===== src/rtl/rgt_pkg.sv =====
// Constants for the receiver gain and response timer block.
// Assumes a 100 MHz system clock and a carrier near 13.56 MHz.
package rgt_pkg;

    // ************************************************************
    // Register indexes (byte address is four times the index)
    // ************************************************************
    localparam logic [5:0] IDX_GAIN = 6'h0d;
    localparam logic [5:0] IDX_MASK = 6'h0e;
    localparam logic [5:0] IDX_NRT_HI = 6'h0f;
    localparam logic [5:0] IDX_NRT_LO = 6'h10;
    localparam logic [5:0] IDX_CTRL = 6'h20;
    localparam logic [5:0] IDX_CMD = 6'h21;
    localparam logic [5:0] IDX_STATUS = 6'h22;

    // ************************************************************
    // Reset values
    // ************************************************************
    localparam logic [7:0] RST_GAIN = 8'h00;
    localparam logic [7:0] RST_MASK = 8'h08;
    localparam logic [7:0] RST_NRT_HI = 8'h00;
    localparam logic [7:0] RST_NRT_LO = 8'h00;
    localparam logic [4:0] RST_CTRL = 5'h10;

    // ************************************************************
    // Field positions
    // ************************************************************
    localparam int GAIN_AMP_LSB = 4;
    localparam int GAIN_PH_LSB = 0;
    localparam int CTRL_NRT_STEP = 0;
    localparam int CTRL_NFC_MODE = 1;
    localparam int CTRL_ACTIVE = 2;
    localparam int CTRL_BR_DET = 3;
    localparam int CTRL_SQ_AUTO = 4;
    localparam int CMD_SET_DEFAULT = 0;
    localparam int CMD_GAIN_RELOAD = 1;
    localparam int CMD_START_NRT = 2;
    localparam int ST_MASK = 0;
    localparam int ST_SQUELCH = 1;
    localparam int ST_NRT_RUN = 2;
    localparam int ST_NRT_FLAG = 3;

    // ************************************************************
    // Gain code limits
    // ************************************************************
    localparam logic [3:0] GAIN_WIN_MAX = 4'h4;

    // ************************************************************
    // Timing
    // ************************************************************
    localparam logic [31:0] CLK_HZ = 32'h05f5e100;
    localparam logic [31:0] FC_HZ = 32'h00cee8c0;
    localparam logic [11:0] MASK_STEP = 12'h040;
    localparam logic [11:0] MASK_STEP_BR = 12'h200;
    localparam logic [7:0] MASK_MIN = 8'h04;
    localparam logic [11:0] NRT_STEP = 12'h040;
    localparam logic [12:0] NRT_STEP_LONG = 13'h1000;
    localparam logic [11:0] SQ_DELAY_FC = 12'h100;

    // ************************************************************
    // AXI responses
    // ************************************************************
    localparam logic [1:0] RESP_OKAY = 2'h0;
    localparam logic [1:0] RESP_SLVERR = 2'h2;

    typedef enum logic [1:0] {NRT_IDLE, NRT_WAIT, NRT_RUN} rgt_nrt_t;

endpackage : rgt_pkg


===== src/rtl/rgt_top.sv =====
// Receiver gain code, mask receive timer and no-response timer.
// Assumes an AXI4-Lite master and synchronous single-cycle event inputs.
`timescale 1ns/1ps
module rgt_top (
    input wire logic aclk,
    input wire logic aresetn,
    input wire logic [7:0] s_axi_awaddr,
    input wire logic s_axi_awvalid,
    output logic s_axi_awready,
    input wire logic [31:0] s_axi_wdata,
    input wire logic [3:0] s_axi_wstrb,
    input wire logic s_axi_wvalid,
    output logic s_axi_wready,
    output logic [1:0] s_axi_bresp,
    output logic s_axi_bvalid,
    input wire logic s_axi_bready,
    input wire logic [7:0] s_axi_araddr,
    input wire logic s_axi_arvalid,
    output logic s_axi_arready,
    output logic [31:0] s_axi_rdata,
    output logic [1:0] s_axi_rresp,
    output logic s_axi_rvalid,
    input wire logic s_axi_rready,
    input wire logic tx_end,
    input wire logic ext_field_det,
    input wire logic rx_detect,
    input wire logic rx_raw,
    output logic rx_gated,
    output logic mask_active,
    output logic squelch_on,
    output logic no_reply_irq,
    output logic [2:0] amp_window_steps,
    output logic [2:0] amp_stage_steps,
    output logic [2:0] phase_window_steps,
    output logic [2:0] phase_stage_steps
);

    // ************************************************************
    // State
    // ************************************************************
    typedef struct packed {
        logic awready;
        logic wready;
        logic bvalid;
        logic [1:0] bresp;
        logic arready;
        logic rvalid;
        logic [1:0] rresp;
        logic [31:0] rdata;
        logic aw_have;
        logic w_have;
        logic [5:0] aw_idx;
        logic aw_ok;
        logic [7:0] w_data;
        logic w_lane0;
        logic [7:0] gain;
        logic [7:0] mrt;
        logic [7:0] nrt_hi;
        logic [7:0] nrt_lo;
        logic [4:0] ctrl;
        logic [7:0] gain_live;
        logic [2:0] amp_win;
        logic [2:0] amp_stg;
        logic [2:0] ph_win;
        logic [2:0] ph_stg;
        logic [31:0] fc_acc;
        logic fc_tick;
        logic mask_on;
        logic [11:0] mask_pre;
        logic [7:0] mask_cnt;
        logic [11:0] sq_cnt;
        logic squelch;
        logic rx_out;
        rgt_pkg::rgt_nrt_t nrt_st;
        logic [12:0] nrt_pre;
        logic [15:0] nrt_cnt;
        logic nrt_irq;
        logic nrt_flag;
    } rgt_state_t;

    rgt_state_t q;
    rgt_state_t d;

    // ************************************************************
    // Next state
    // ************************************************************
    always_comb
    begin
        logic wr_fire;
        logic [5:0] ar_idx;
        logic [31:0] acc_sum;
        logic [7:0] cmd;
        logic [11:0] mstep;
        logic [12:0] nstep;
        logic [15:0] nrt_val;
        logic [3:0] code;
        wr_fire = 1'b0;
        ar_idx = 6'h00;
        acc_sum = 32'h00000000;
        cmd = 8'h00;
        mstep = 12'h000;
        nstep = 13'h0000;
        nrt_val = 16'h0000;
        code = 4'h0;
        d = q;
        d.nrt_irq = 1'b0;

        // Carrier tick from a fractional accumulator
        acc_sum = q.fc_acc + rgt_pkg::FC_HZ;
        if (acc_sum >= rgt_pkg::CLK_HZ)
        begin
            d.fc_acc = acc_sum - rgt_pkg::CLK_HZ;
            d.fc_tick = 1'b1;
        end
        else
        begin
            d.fc_acc = acc_sum;
            d.fc_tick = 1'b0;
        end

        // Write address and data, taken in either order
        if (s_axi_awvalid && q.awready)
        begin
            d.aw_have = 1'b1;
            d.aw_idx = s_axi_awaddr[7:2];
            d.aw_ok = (s_axi_awaddr[1:0] == 2'h0);
        end
        if (s_axi_wvalid && q.wready)
        begin
            d.w_have = 1'b1;
            d.w_data = s_axi_wdata[7:0];
            d.w_lane0 = s_axi_wstrb[0];
        end
        if (q.bvalid && s_axi_bready)
        begin
            d.bvalid = 1'b0;
        end
        wr_fire = q.aw_have && q.w_have && !q.bvalid;
        if (wr_fire)
        begin
            d.aw_have = 1'b0;
            d.w_have = 1'b0;
            d.bvalid = 1'b1;
            d.bresp = rgt_pkg::RESP_OKAY;
            if (!q.aw_ok)
            begin
                d.bresp = rgt_pkg::RESP_SLVERR;
            end
            else if (q.w_lane0)
            begin
                case (q.aw_idx)
                    rgt_pkg::IDX_GAIN: d.gain = q.w_data;
                    rgt_pkg::IDX_MASK: d.mrt = q.w_data;
                    rgt_pkg::IDX_NRT_HI: d.nrt_hi = q.w_data;
                    rgt_pkg::IDX_NRT_LO: d.nrt_lo = q.w_data;
                    rgt_pkg::IDX_CTRL: d.ctrl = q.w_data[4:0];
                    rgt_pkg::IDX_CMD: cmd = q.w_data;
                    rgt_pkg::IDX_STATUS:
                    begin
                        if (q.w_data[rgt_pkg::ST_NRT_FLAG])
                        begin
                            d.nrt_flag = 1'b0;
                        end
                    end
                    default: d.bresp = rgt_pkg::RESP_SLVERR;
                endcase
            end
            else if (!(q.aw_idx inside {rgt_pkg::IDX_GAIN,
                rgt_pkg::IDX_MASK, rgt_pkg::IDX_NRT_HI,
                rgt_pkg::IDX_NRT_LO, rgt_pkg::IDX_CTRL,
                rgt_pkg::IDX_CMD, rgt_pkg::IDX_STATUS}))
            begin
                d.bresp = rgt_pkg::RESP_SLVERR;
            end
        end
        d.awready = !d.aw_have;
        d.wready = !d.w_have;

        // Read channel
        if (q.rvalid && s_axi_rready)
        begin
            d.rvalid = 1'b0;
        end
        if (s_axi_arvalid && q.arready)
        begin
            ar_idx = s_axi_araddr[7:2];
            d.rvalid = 1'b1;
            d.rresp = rgt_pkg::RESP_OKAY;
            d.rdata = 32'h00000000;
            case (ar_idx)
                rgt_pkg::IDX_GAIN: d.rdata[7:0] = q.gain;
                rgt_pkg::IDX_MASK: d.rdata[7:0] = q.mrt;
                rgt_pkg::IDX_NRT_HI: d.rdata[7:0] = q.nrt_hi;
                rgt_pkg::IDX_NRT_LO: d.rdata[7:0] = q.nrt_lo;
                rgt_pkg::IDX_CTRL: d.rdata[4:0] = q.ctrl;
                rgt_pkg::IDX_CMD: d.rdata = 32'h00000000;
                rgt_pkg::IDX_STATUS:
                begin
                    d.rdata[rgt_pkg::ST_MASK] = q.mask_on;
                    d.rdata[rgt_pkg::ST_SQUELCH] = q.squelch;
                    d.rdata[rgt_pkg::ST_NRT_RUN] =
                        (q.nrt_st != rgt_pkg::NRT_IDLE);
                    d.rdata[rgt_pkg::ST_NRT_FLAG] = q.nrt_flag;
                    d.rdata[15:8] = q.gain_live;
                end
                default: d.rresp = rgt_pkg::RESP_SLVERR;
            endcase
            if (s_axi_araddr[1:0] != 2'h0)
            begin
                d.rresp = rgt_pkg::RESP_SLVERR;
                d.rdata = 32'h00000000;
            end
        end
        d.arready = !d.rvalid;

        // Direct commands
        if (cmd[rgt_pkg::CMD_SET_DEFAULT])
        begin
            d.gain = rgt_pkg::RST_GAIN;
            d.mrt = rgt_pkg::RST_MASK;
            d.nrt_hi = rgt_pkg::RST_NRT_HI;
            d.nrt_lo = rgt_pkg::RST_NRT_LO;
            d.ctrl = rgt_pkg::RST_CTRL;
        end
        if (cmd[rgt_pkg::CMD_GAIN_RELOAD])
        begin
            d.gain_live = q.gain;
        end

        // Gain split into window and stage steps
        code = q.gain_live[rgt_pkg::GAIN_AMP_LSB +: 4];
        d.amp_win = (code > rgt_pkg::GAIN_WIN_MAX) ?
            rgt_pkg::GAIN_WIN_MAX[2:0] : code[2:0];
        d.amp_stg = (code > rgt_pkg::GAIN_WIN_MAX) ?
            3'(code - rgt_pkg::GAIN_WIN_MAX) : 3'h0;
        code = q.gain_live[rgt_pkg::GAIN_PH_LSB +: 4];
        d.ph_win = (code > rgt_pkg::GAIN_WIN_MAX) ?
            rgt_pkg::GAIN_WIN_MAX[2:0] : code[2:0];
        d.ph_stg = (code > rgt_pkg::GAIN_WIN_MAX) ?
            3'(code - rgt_pkg::GAIN_WIN_MAX) : 3'h0;

        // Mask receive timer and squelch
        mstep = q.ctrl[rgt_pkg::CTRL_BR_DET] ?
            rgt_pkg::MASK_STEP_BR : rgt_pkg::MASK_STEP;
        if (tx_end)
        begin
            d.mask_on = 1'b1;
            d.mask_pre = 12'h000;
            d.mask_cnt = (q.mrt < rgt_pkg::MASK_MIN) ?
                rgt_pkg::MASK_MIN : q.mrt;
            d.sq_cnt = 12'h000;
            d.squelch = 1'b0;
        end
        else if (q.mask_on && q.fc_tick)
        begin
            if (q.sq_cnt != rgt_pkg::SQ_DELAY_FC)
            begin
                d.sq_cnt = q.sq_cnt + 12'h001;
            end
            if (q.sq_cnt == rgt_pkg::SQ_DELAY_FC - 12'h001)
            begin
                d.squelch = q.ctrl[rgt_pkg::CTRL_SQ_AUTO];
            end
            if (q.mask_pre == mstep - 12'h001)
            begin
                d.mask_pre = 12'h000;
                d.mask_cnt = q.mask_cnt - 8'h01;
                if (q.mask_cnt == 8'h01)
                begin
                    d.mask_on = 1'b0;
                    d.squelch = 1'b0;
                end
            end
            else
            begin
                d.mask_pre = q.mask_pre + 12'h001;
            end
        end
        d.rx_out = rx_raw && !d.mask_on;

        // No-response timer
        nrt_val = {q.nrt_hi, q.nrt_lo};
        nstep = q.ctrl[rgt_pkg::CTRL_NRT_STEP] ?
            rgt_pkg::NRT_STEP_LONG : {1'b0, rgt_pkg::NRT_STEP};
        case (q.nrt_st)
            rgt_pkg::NRT_IDLE:
            begin
            end
            rgt_pkg::NRT_WAIT:
            begin
                if (ext_field_det)
                begin
                    d.nrt_st = rgt_pkg::NRT_RUN;
                end
            end
            rgt_pkg::NRT_RUN:
            begin
                if (rx_detect)
                begin
                    d.nrt_st = rgt_pkg::NRT_IDLE;
                end
                else if (q.fc_tick)
                begin
                    if (q.nrt_pre == nstep - 13'h0001)
                    begin
                        d.nrt_pre = 13'h0000;
                        d.nrt_cnt = q.nrt_cnt + 16'h0001;
                        if (q.nrt_cnt + 16'h0001 >= nrt_val)
                        begin
                            d.nrt_st = rgt_pkg::NRT_IDLE;
                            d.nrt_irq = 1'b1;
                            d.nrt_flag = 1'b1;
                        end
                    end
                    else
                    begin
                        d.nrt_pre = q.nrt_pre + 13'h0001;
                    end
                end
            end
            default: d.nrt_st = rgt_pkg::NRT_IDLE;
        endcase
        if ((tx_end || cmd[rgt_pkg::CMD_START_NRT]) &&
            nrt_val != 16'h0000)
        begin
            d.nrt_pre = 13'h0000;
            d.nrt_cnt = 16'h0000;
            if (tx_end && q.ctrl[rgt_pkg::CTRL_NFC_MODE] &&
                !q.ctrl[rgt_pkg::CTRL_ACTIVE] &&
                !cmd[rgt_pkg::CMD_START_NRT])
            begin
                d.nrt_st = rgt_pkg::NRT_WAIT;
            end
            else
            begin
                d.nrt_st = rgt_pkg::NRT_RUN;
            end
        end
    end

    // ************************************************************
    // Registers
    // ************************************************************
    always_ff @(posedge aclk)
    begin
        if (!aresetn)
        begin
            q <= '0;
            q.gain <= rgt_pkg::RST_GAIN;
            q.mrt <= rgt_pkg::RST_MASK;
            q.nrt_hi <= rgt_pkg::RST_NRT_HI;
            q.nrt_lo <= rgt_pkg::RST_NRT_LO;
            q.ctrl <= rgt_pkg::RST_CTRL;
            q.nrt_st <= rgt_pkg::NRT_IDLE;
        end
        else
        begin
            q <= d;
        end
    end

    // ************************************************************
    // Outputs
    // ************************************************************
    assign s_axi_awready = q.awready;
    assign s_axi_wready = q.wready;
    assign s_axi_bresp = q.bresp;
    assign s_axi_bvalid = q.bvalid;
    assign s_axi_arready = q.arready;
    assign s_axi_rdata = q.rdata;
    assign s_axi_rresp = q.rresp;
    assign s_axi_rvalid = q.rvalid;
    assign rx_gated = q.rx_out;
    assign mask_active = q.mask_on;
    assign squelch_on = q.squelch;
    assign no_reply_irq = q.nrt_irq;
    assign amp_window_steps = q.amp_win;
    assign amp_stage_steps = q.amp_stg;
    assign phase_window_steps = q.ph_win;
    assign phase_stage_steps = q.ph_stg;

endmodule : rgt_top


===== config.mk =====
export PLATFORM = sky130hd
export DESIGN_NAME = rgt_top
export DESIGN_NICKNAME = d
export VERILOG_FILES = /design/src/rtl/rgt_pkg.sv /design/src/rtl/rgt_top.sv
export SDC_FILE = /design/constraint.sdc
export NUM_CORES = 1
export LEC_CHECK = 0
export BUFFER_PORTS_ARGS = -buffer_cell sky130_fd_sc_hd__buf_4
export CAP_MARGIN = 20
export CORE_MARGIN = 1.5
export CORE_UTILIZATION = 59
export DETAILED_ROUTE_END_ITERATION = 8
export PLACE_DENSITY = 0.8
export SYNTH_ARGS = -nofsm -noshare
export SYNTH_HDL_FRONTEND = slang
export SYNTH_SLANG_ARGS = --single-unit
export TNS_END_PERCENT = 50

===== constraint.sdc =====
create_clock -name aclk -period 4 [get_ports aclk]
set_input_delay 0.2 -clock aclk [delete_from_list [all_inputs] [get_ports aclk]]
set_output_delay 0.2 -clock aclk [all_outputs]
set_load 0.02 [all_outputs]

== Yosys cells after proc, flatten, opt, wreduce, memory -nomap -nowiden ==
Index checks and enable logic that the tools add are counted.

* Register bits: 217
* Latch bits: 0
* RAM bits: 0
* ROM bits: 0
* Logic and storage cells: 191
* Memories: 0

* Add/sub/neg operators: 11
* $mul: 0
* Div/mod/pow operators: 0
* $lt $le $gt $ge: 5
* Equal/unequal tests: 26
* Shift-type cells: 0
* Mux-type cells: 55
* Bitwise operators: 5
* Reduce and logical (&&, ||, !) cells: 50

{| class="wikitable"
|+ Operators with widths
! kind !! number
|-
| 34-bit 2-to-1 mux || 3
|-
| 31-bit 2-to-1 mux || 3
|-
| 33-bit 2-to-1 mux || 2
|-
| 6-bit by 4-bit == test with 1-bit output, second input constant || 6
|-
| 6-bit == test, second input constant || 6
|-
| 35-bit 2-to-1 mux || 1
|-
| 32-bit by 24-bit adder with 32-bit output, second input constant || 1
|-
| 32-bit by 27-bit >= comparator with 1-bit output, second input constant || 1
|-
| 32-bit by 27-bit subtractor with 32-bit output, second input constant || 1
|-
| 13-bit 2-to-1 mux || 2
|-
| 12-bit by 1-bit adder with 12-bit output, second input constant || 2
|-
| 12-bit 2-to-1 mux || 2
|-
| 2-bit 2-to-1 mux || 12
|-
| 8-bit 2-to-1 mux || 3
|-
| 4-bit one-hot mux with 6 select lines || 1
|-
| 4-bit AND reduction || 6
|-
| 3-bit 2-to-1 mux || 7
|-
| 18-bit 2-to-1 mux || 1
|-
| 16-bit by 1-bit adder with 16-bit output, second input constant || 1
|-
| 16-bit >= comparator || 1
|-
| 16-bit nonzero test || 1
|-
| 1-bit 2-to-1 mux || 14
|-
| 7-bit OR reduction || 2
|-
| 13-bit by 1-bit adder with 13-bit output, second input constant || 1
|-
| 33 further kinds || 72
|}

== Depth between registers and ports, before layout ==
Gate-level depths: netlist of run 1.

* Depth in word-level cells: 11
* Depth in mapped cells: 16
* Depth with buffers taken out: 14

== Worst setup path after synthesis of run 1 ==
No wires, ideal clock.

* Path type: register to register
* Start point: register q[75] (netlist name)
* End point: register q[94] (netlist name)
* Data arrival time: 2967 ps
* Required time: 3928 ps
* Path slack: 962 ps
* Cell stages (with the launch flop): 15
* Path buffers: 4
* Period minus slack after synthesis: 3038 ps
* Cells stage by stage: dfxtp_1 -> buf_2 -> inv_1 -> ha_1 -> buf_6 -> and4b_4 -> o211a_4 -> o21ai_1 -> xnor2_1 -> nor4b_2 -> o211ai_2 -> buf_6 -> buf_2 -> a32oi_1 -> mux2i_1

* Cells in the longest elaborated chain, start to end: 3

{| class="wikitable"
|+ Ends and longest elaborated chain
! element !! RTL line !! source
|-
| start, declared || rgt_top.sv:81 || <nowiki>rgt_state_t q;</nowiki>
|-
| 32-bit by 24-bit adder with 32-bit output (*) || rgt_top.sv:109 || <nowiki>acc_sum = q.fc_acc + rgt_pkg::FC_HZ;</nowiki>
|-
| 32-bit by 27-bit subtractor with 32-bit output or 32-bit by 27-bit >= comparator with 1-bit output (tied branches) || rgt_top.sv:112, rgt_top.sv:110 ||
|-
| 33-bit 2-to-1 mux (*) || rgt_top.sv:110 || <nowiki>if (acc_sum >= rgt_pkg::CLK_HZ)</nowiki>
|}

Mark *: on every way between the ends. The rest lies on a longest branch, timed or not.
A chain may end at the register's enable or synchronous reset.

== Final worst setup path of run 1 ==
* Start point: register q[75] (netlist name)
* End point: register q[98] (netlist name)

Same word-level chain as after synthesis.

==> key figures, run 1 <==
Detailed routing
  • Met3 routed WL: 1380 um
  • Via-to-Cell Ratio: 5.87
  • Routed wire per std cell: 16.3 um
  • Final wirelength: 24400 um
  • Metal2 WL: 11700 um
  • Detailed-route via count: 8760
  • Antenna Violating Nets Remaining: 0
  • Met1 wire length: 10600 um
  • DR top layer: met4
  • Pre-antenna DRT Iters: 8
  • Residual DRC: 0
  • Detailed Route Iter0 Violations: 558

Timing
  • Final hold violation count: 0
  • Min cycle time layout: 3530 ps
  • Slew Viols, Final: 0
  • RSZ-0062 raised after global routing: false
  • Worst slew pin tran: 1060 ps
  • Slew Limit Headroom: 0.288
  • Setup_tns: 0 ps
  • Post-route setup slack: 470 ps
  • Final setup fails: 0
  • WHS: 13.0 ps
  • Final period util: 0.882
  • Max Freq: 283 MHz
  • Clock Skew: 9.94 ps

Die
  • DIE WIDTH: 137 um
  • IO Count: 120
  • Rows: 48
  • Initial Util: 0.607
  • Die Outline Area: 18700 um^2
  • Core area: 17400 um^2
  • Die Ht: 137 um

Power
  • LEAKAGE: 0.00456 uW
  • Internal Power: 3680 uW
  • Seq pwr share: 0.397
  • Sw frac: 0.361
  • Worst vdd ir: 0.399 mV
  • Clk pwr share: 0.291
  • Combinational power share: 0.312
  • Switching pwr: 2080 uW
  • Power per Cell Area: 506 nW/um^2

Logic synthesis
  • Yosys warning total: 0
  • Top post-synthesis cells by area: dfxtp_1 (37%), mux2i_1 (6.3%), nor2_1 (6.2%)
  • Post-synth EDFFs: 0
  • Register area share after synthesis: 0.367
  • Post-Synthesis Cells: 1242
  • Async SR Flop Fraction: 0
  • Largest area contributor in the netlist: dfxtp_1
  • Top_reg_cell synth: dfxtp_1
  • Yosys cell types: 88
  • Seq cells post-synth: 193
  • Post-synth top area share: 0.367
  • Mapped cell area: 10500 um^2
  • Average size of a mapped cell: 8.48 um^2

Setup path
  • Crit-path cells: inv_1, ha_1, and4b_4, o211a_4, o21ai_1, xnor2_1, nor4b_2, o211ai_4, a2111oi_2, mux2i_1
  • R2R Path End: q[98]
  • R2R Path Start: q[75]
  • Crit Path Class: flop to flop
  • Worst path slowest cell: a2111oi_2
  • FF-to-FF path depth: 10
  • CP Max Fanout: 16
  • Cell depth of the worst setup path: 10
  • CP startpoint: q[75]
  • Req. time, crit path: 4370 ps
  • Critical Path Start Type: flop
  • Worst path bufs/invs: 1
  • Critical path endpoint: q[98]
  • CP delay by family, top: compound AO/OA/AOI/OAI gates
  • Slowest stage delay, CP: 510 ps
  • WP data arrival: 3900 ps
  • Worst reg-to-reg setup slack: 470 ps
  • Setup crit end kind: flop

Cells and area
  • Share of cells above drive strength 1: 0.132
  • Nets: 1344
  • Most frequent cells in the layout: dfxtp_1 (193), nor2_1 (174), nand2_1 (112)
  • Post-route insts no fill: 1492
  • Final Instance Area: 11400 um^2
  • Most common cell after layout, fill and taps aside: dfxtp_1
  • Fillers: 1399
  • Layout area overhead: 8.23%
  • N_diodes: 0

Place
  • Placed Instance Area: 10800 um^2
  • Dpl cells: 1459
  • Pre-CTS WS: 388 ps
  • Final GP Congestion: 0.956
  • Port buffer count: 74
  • Dpl hpwl: 17400 um

Clock tree
  • Clock sinks: 193
  • H-tree levels: 4
  • Root Driver: clkbuf_16
  • Postcts setup bufs: 0
  • CTS Buffer Depth: 2
  • CTS Buf Count: 17
  • Clk slew on worst S/H paths: 80 ps
  • Post-cts sizing count: 0
  • CTS tree: built
  • Clock latency at the later pin of the worst-skew pair: 440 ps
  • Post-CTS Hold Fix Bufs: 0

Global route
  • First-pass GRT wire length: 39100 um
  • GR Overflow Total: 0
  • GRT Util Overall: 0.263
  • Largest net degree at the start of global routing: 48
  • Number of global-route vias before repair: 8057
  • Initial antenna violation count: 0

Hold path
  • Startpoint of the worst hold path: s_axi_wdata[4]
  • Min-delay worst type: primary input to flop

Run status
  • Status: completed

Flow run
  • Max-Cap Viols: 0
## cell families after synthesis
logic type | Yosys count | synth area share
adder cells (fa/ha/maj) | 27 | 0.0321
AO/OA/AOI/OAI | 212 | 0.141
flip-flops | 193 | 0.367
buffers and inverters | 139 | 0.0786
multiplexers | 74 | 0.0713
other | 1 | 0.000356
AND/OR/NAND/NOR | 510 | 0.238
XOR/XNOR | 86 | 0.0715
## per-layer routing
metal / up-vias / track usage
li1: 4301 / -
met1: 4115 / 0.329
met2: 281 / 0.445
met4: 0 / 0.105
met3: 63 / 0.0485
met5: - / 0
## cell usage after synthesis (all sizes together) (6+ instances only)
cell type and count:
nand2 112, a2111oi 6, a22oi 18, nand2b 19, xnor2 31, buf 72, o21ai 32, or3 11
clkbuf 37, and3 28, and2 16, ha 27, or2 13, mux2 8, a21o 11, o21a 10
xor2 55, nand3 37, nand4 15, mux2i 66, nor2 175, a21oi 68, nand3b 6, dfxtp 193
nor3 35, nor4 11, nand4b 6, nor3b 7, inv 30, o211ai 8, a211oi 16
## sequential cells by signal, indices dropped and copies added, names as in the netlist
| signal | flops |
|---|---|
| s_axi_rvalid | 1 |
| q | 154 |
| amp_window_steps | 3 |
| s_axi_bvalid | 1 |
| squelch_on | 1 |
| s_axi_wready | 1 |
| s_axi_bresp | 1 |
| phase_stage_steps | 3 |
| mask_active | 1 |
| s_axi_awready | 1 |
| no_reply_irq | 1 |
| phase_window_steps | 3 |
| s_axi_rresp | 1 |
| rx_gated | 1 |
| amp_stage_steps | 3 |
| s_axi_arready | 1 |
| s_axi_rdata | 16 |
## worst min-delay path by stage
stage / to / slack (ps) / cells past startpoint
global route: q[162] / 10 / 3
finish: q[163] / 10 / 3
CTS: q[163] / 6 / 3
global placement: q[162] / 460 / 3
detailed placement: q[163] / 460 / 3
floorplan: q[158] / 340 / 2
## power by group through the flow
stage / combinational (uW) / sequential (uW) / clock, uW
finish: 1800 / 2290 / 1680
global route: 1980 / 2310 / 1770
CTS: 1750 / 2280 / 1700
detailed placement: 1730 / 2320 / 0
global placement: 1690 / 2320 / 0
floorplan: 1600 / 2170 / 0
## cell type report
class                   instances  area, um^2  area share
multi-input cells             927        5910       0.519
flip-flops and latches        193        3860       0.339
repair buffers                 85         658      0.0577
clock buffers                  18         439      0.0385
well taps                     225         282      0.0247
clock inverters                14         131      0.0115
inverters                      30         113     0.00988
## worst min-delay path, stage by stage
cell and delay [ps]:
buf_4 110, nand2_1 50, a21oi_1 50
## through the flow
stage | utilization | power (uW)
floorplan | - | 3770
global placement | 0.622 | 4010
detailed placement | 0.622 | 4060
CTS | 0.655 | 5730
global route | 0.657 | 6060
finish | 0.657 | 5770
(Power assumes the default switching activity.)
==> run 2, diff against run 1 <==
--- a/config.mk
+++ b/config.mk
@@ -8,9 +8,9 @@
 export BUFFER_PORTS_ARGS = -buffer_cell sky130_fd_sc_hd__buf_4
 export CAP_MARGIN = 20
 export CORE_MARGIN = 1.5
-export CORE_UTILIZATION = 59
+export CORE_UTILIZATION = 64
 export DETAILED_ROUTE_END_ITERATION = 8
-export PLACE_DENSITY = 0.8
+export PLACE_DENSITY = 0.9
 export SYNTH_ARGS = -nofsm -noshare
 export SYNTH_HDL_FRONTEND = slang
 export SYNTH_SLANG_ARGS = --single-unit
==> constraint.sdc (replaced) <==
create_clock -name aclk -period 4.5 [get_ports aclk]
set_input_delay 0.225 -clock aclk [delete_from_list [all_inputs] [get_ports aclk]]
set_output_delay 0.225 -clock aclk [all_outputs]
set_load 0.005 [all_outputs]
==> run 2 against run 1 <==
Net effect: fmax down 8.8%; critical path depth grew 1; highest routed layer unchanged; clock skew barely moved; clock power down 3%; worst hold slack better by 22 ps; count of clock-buffer cells in the layout is the same; critical endpoint unchanged; largest cell class unchanged; cell area did not move.
==> key figures, run 2 (synthesis gave the netlist of run 1 again) <==
Run status
  • Status: completed

Cells and area
  • Max FFs per register: 154 (unchanged)
  • Fillers: 1202 (-14%)
  • N_diodes: 0 (unchanged)
  • Nets: 1339 (-0.37%)
  • Final Instance Area: 11400 um^2 (unchanged)
  • Most common cell after layout, fill and taps aside: dfxtp_1
  • Share of cells above drive strength 1: 0.128 (-0.00344)
  • Most frequent cells in the layout: dfxtp_1 (193), nor2_1 (174), nand2_1 (112)
  • Reg with most FFs: q
  • Layout area overhead: 8.23% (unchanged)

Setup path
  • Worst path slowest cell: o21ai_1
  • Crit-path cells: inv_1, ha_1, xnor2_1, inv_1, ha_1, o211ai_1, o21ai_1, o21ai_1, o211ai_2, a2111oi_2, mux2i_1
  • CP Max Fanout: 21 (+5)
  • Worst reg-to-reg setup slack: 630 ps (+160 ps)
  • Req. time, crit path: 4870 ps (+500 ps)
  • Crit Path Class: flop to flop
  • Worst path bufs/invs: 2 (+1)
  • Critical path endpoint: q[98]
  • Cell depth of the worst setup path: 11 (+1)
  • R2R Path Start: q[75]
  • CP startpoint: q[75]
  • Setup crit end kind: flop
  • FF-to-FF path depth: 11 (+1)
  • CP delay by family, top: compound AO/OA/AOI/OAI gates
  • R2R Path End: q[98]
  • Slowest stage delay, CP: 550 ps (+40 ps)
  • WP data arrival: 4240 ps (+340 ps)
  • Critical Path Start Type: flop

Global route
  • First-pass GRT wire length: 39900 um (+2.2%)
  • Initial antenna violation count: 0 (unchanged)
  • GR Overflow Total: 0 (unchanged)
  • GRT Util Overall: 0.280 (+0.0175)
  • Number of global-route vias before repair: 8487 (+5.3%)
  • Largest net degree at the start of global routing: 48 (unchanged)

Die
  • Core area: 16000 um^2 (-7.8%)
  • DIE WIDTH: 131 um (-3.9%)
  • Die Outline Area: 17200 um^2 (-7.6%)
  • Rows: 46 (-4.2%)
  • Initial Util: 0.658 (+0.0514)
  • IO Count: 120 (unchanged)
  • Die Ht: 131 um (-3.9%)

Detailed routing
  • Routed wire per std cell: 16.5 um (+0.90%)
  • Detailed Route Iter0 Violations: 688 (+23%)
  • Detailed-route via count: 8943 (+2.1%)
  • Final wirelength: 24400 um (about the same)
  • Via-to-Cell Ratio: 6.05 (+3.1%)
  • Antenna Violating Nets Remaining: 0 (unchanged)
  • Residual DRC: 0 (unchanged)
  • Pre-antenna DRT Iters: 5 (-3)

Timing
  • Max Freq: 258 MHz (-8.8%)
  • Final period util: 0.860 (-0.0220)
  • Slew Viols, Final: 0 (unchanged)
  • Clock Skew: 9.54 ps (-0.396 ps)
  • Final hold violation count: 0 (unchanged)
  • RSZ-0062 raised after global routing: false
  • Slew Limit Headroom: 0.265 (-0.0229)
  • Min cycle time layout: 3870 ps (+342 ps)
  • WHS: 35.4 ps (+22.4 ps)
  • Worst slew pin tran: 1100 ps (+34.2 ps)
  • Final setup fails: 0 (unchanged)
  • Setup_tns: 0 ps (unchanged)

Clock tree
  • Post-cts sizing count: 0 (unchanged)
  • CTS Buffer Depth: 2 (unchanged)
  • H-tree levels: 4 (unchanged)
  • Postcts setup bufs: 0 (unchanged)
  • CTS Buf Count: 17 (unchanged)
  • Clock sinks: 193 (unchanged)
  • Root Driver: clkbuf_16
  • Clock latency at the later pin of the worst-skew pair: 440 ps (about the same)
  • Post-CTS Hold Fix Bufs: 0 (unchanged)
  • CTS tree: built
  • Clk slew on worst S/H paths: 70 ps (about the same)

Flow run
  • Max-Cap Viols: 0 (unchanged)

Place
  • Port buffer count: 74 (unchanged)
  • Final GP Congestion: 0.943 (-1.3%)
  • Dpl hpwl: 17000 um (-2.4%)
  • Placed Instance Area: 10700 um^2 (-0.45%)

Hold path
  • Min-delay worst type: primary input to flop

Power
  • Power per Cell Area: 458 nW/um^2 (-9.5%)
  • LEAKAGE: 0.00457 uW (+0.25%)
  • Worst vdd ir: 0.323 mV (-19%)
-- run 2: cell type report --
| cell class | count | area [um^2] | area share |
|---|---|---|---|
| Tap cell | 216 | 270 | 0.0237 |
| Multi-Input combinational cell | 927 | 5900 | 0.518 |
| Inverter | 30 | 113 | 0.00988 |
| Clock inverter | 14 | 189 | 0.0166 |
| Sequential cell | 193 | 3860 | 0.339 |
| Timing Repair Buffer | 80 | 621 | 0.0544 |
| Clock buffer | 18 | 439 | 0.0385 |
-- run 2: through the flow --
stage / worst slack, ps / utilization / power, uW / instances
global placement: 863 / 0.671 / 3510 / 1445
CTS: 710 / 0.711 / 5180 / 1477
global route: 319 / 0.712 / 5450 / 1478
detailed placement: 700 / 0.671 / 3560 / 1445
finish: 628 / 0.712 / 5220 / 1478
floorplan: 1460 / - / 3340 / 1259
-- run 2: worst reg2reg max path, cell delays in order, from the launching register on --
cell and delay [ps]:
dfxtp_1 500, inv_1 90, ha_1 310, xnor2_1 320, inv_1 110, ha_1 220, o211ai_1 200, o21ai_1 190
o21ai_1 560, o211ai_2 550, a2111oi_2 550, mux2i_1 220
-- run 2: where the power goes --
group / internal [uW] / switching (uW) / total (uW)
sequential: 1820 / 217 / 2040
clock: 911 / 715 / 1630
combinational: 645 / 910 / 1560
total: 3380 / 1840 / 5220
-- run 2: worst min path at each step --
stage                    from     end  slack (ps)  depth (start not counted)
2_1_floorplan  s_axi_wstrb[0]  q[158]         360                          2
3_3_place_gp             q[0]    q[0]         460                          2
3_5_place_dp           q[158]  q[158]         470                          2
4_1_cts        s_axi_wdata[0]  q[159]          30                          3
5_1_grt        s_axi_wdata[0]  q[159]          40                          3
6_report       s_axi_wdata[0]  q[159]          40                          3
-- run 2: routing by layer --
metal	global-route usage	vias up	wire length (um)
li1	-	4281	-
met1	0.335	4231	9990
met2	0.486	347	12000
met3	0.0505	84	1470
met4	0.138	0	907
met5	0	-	0
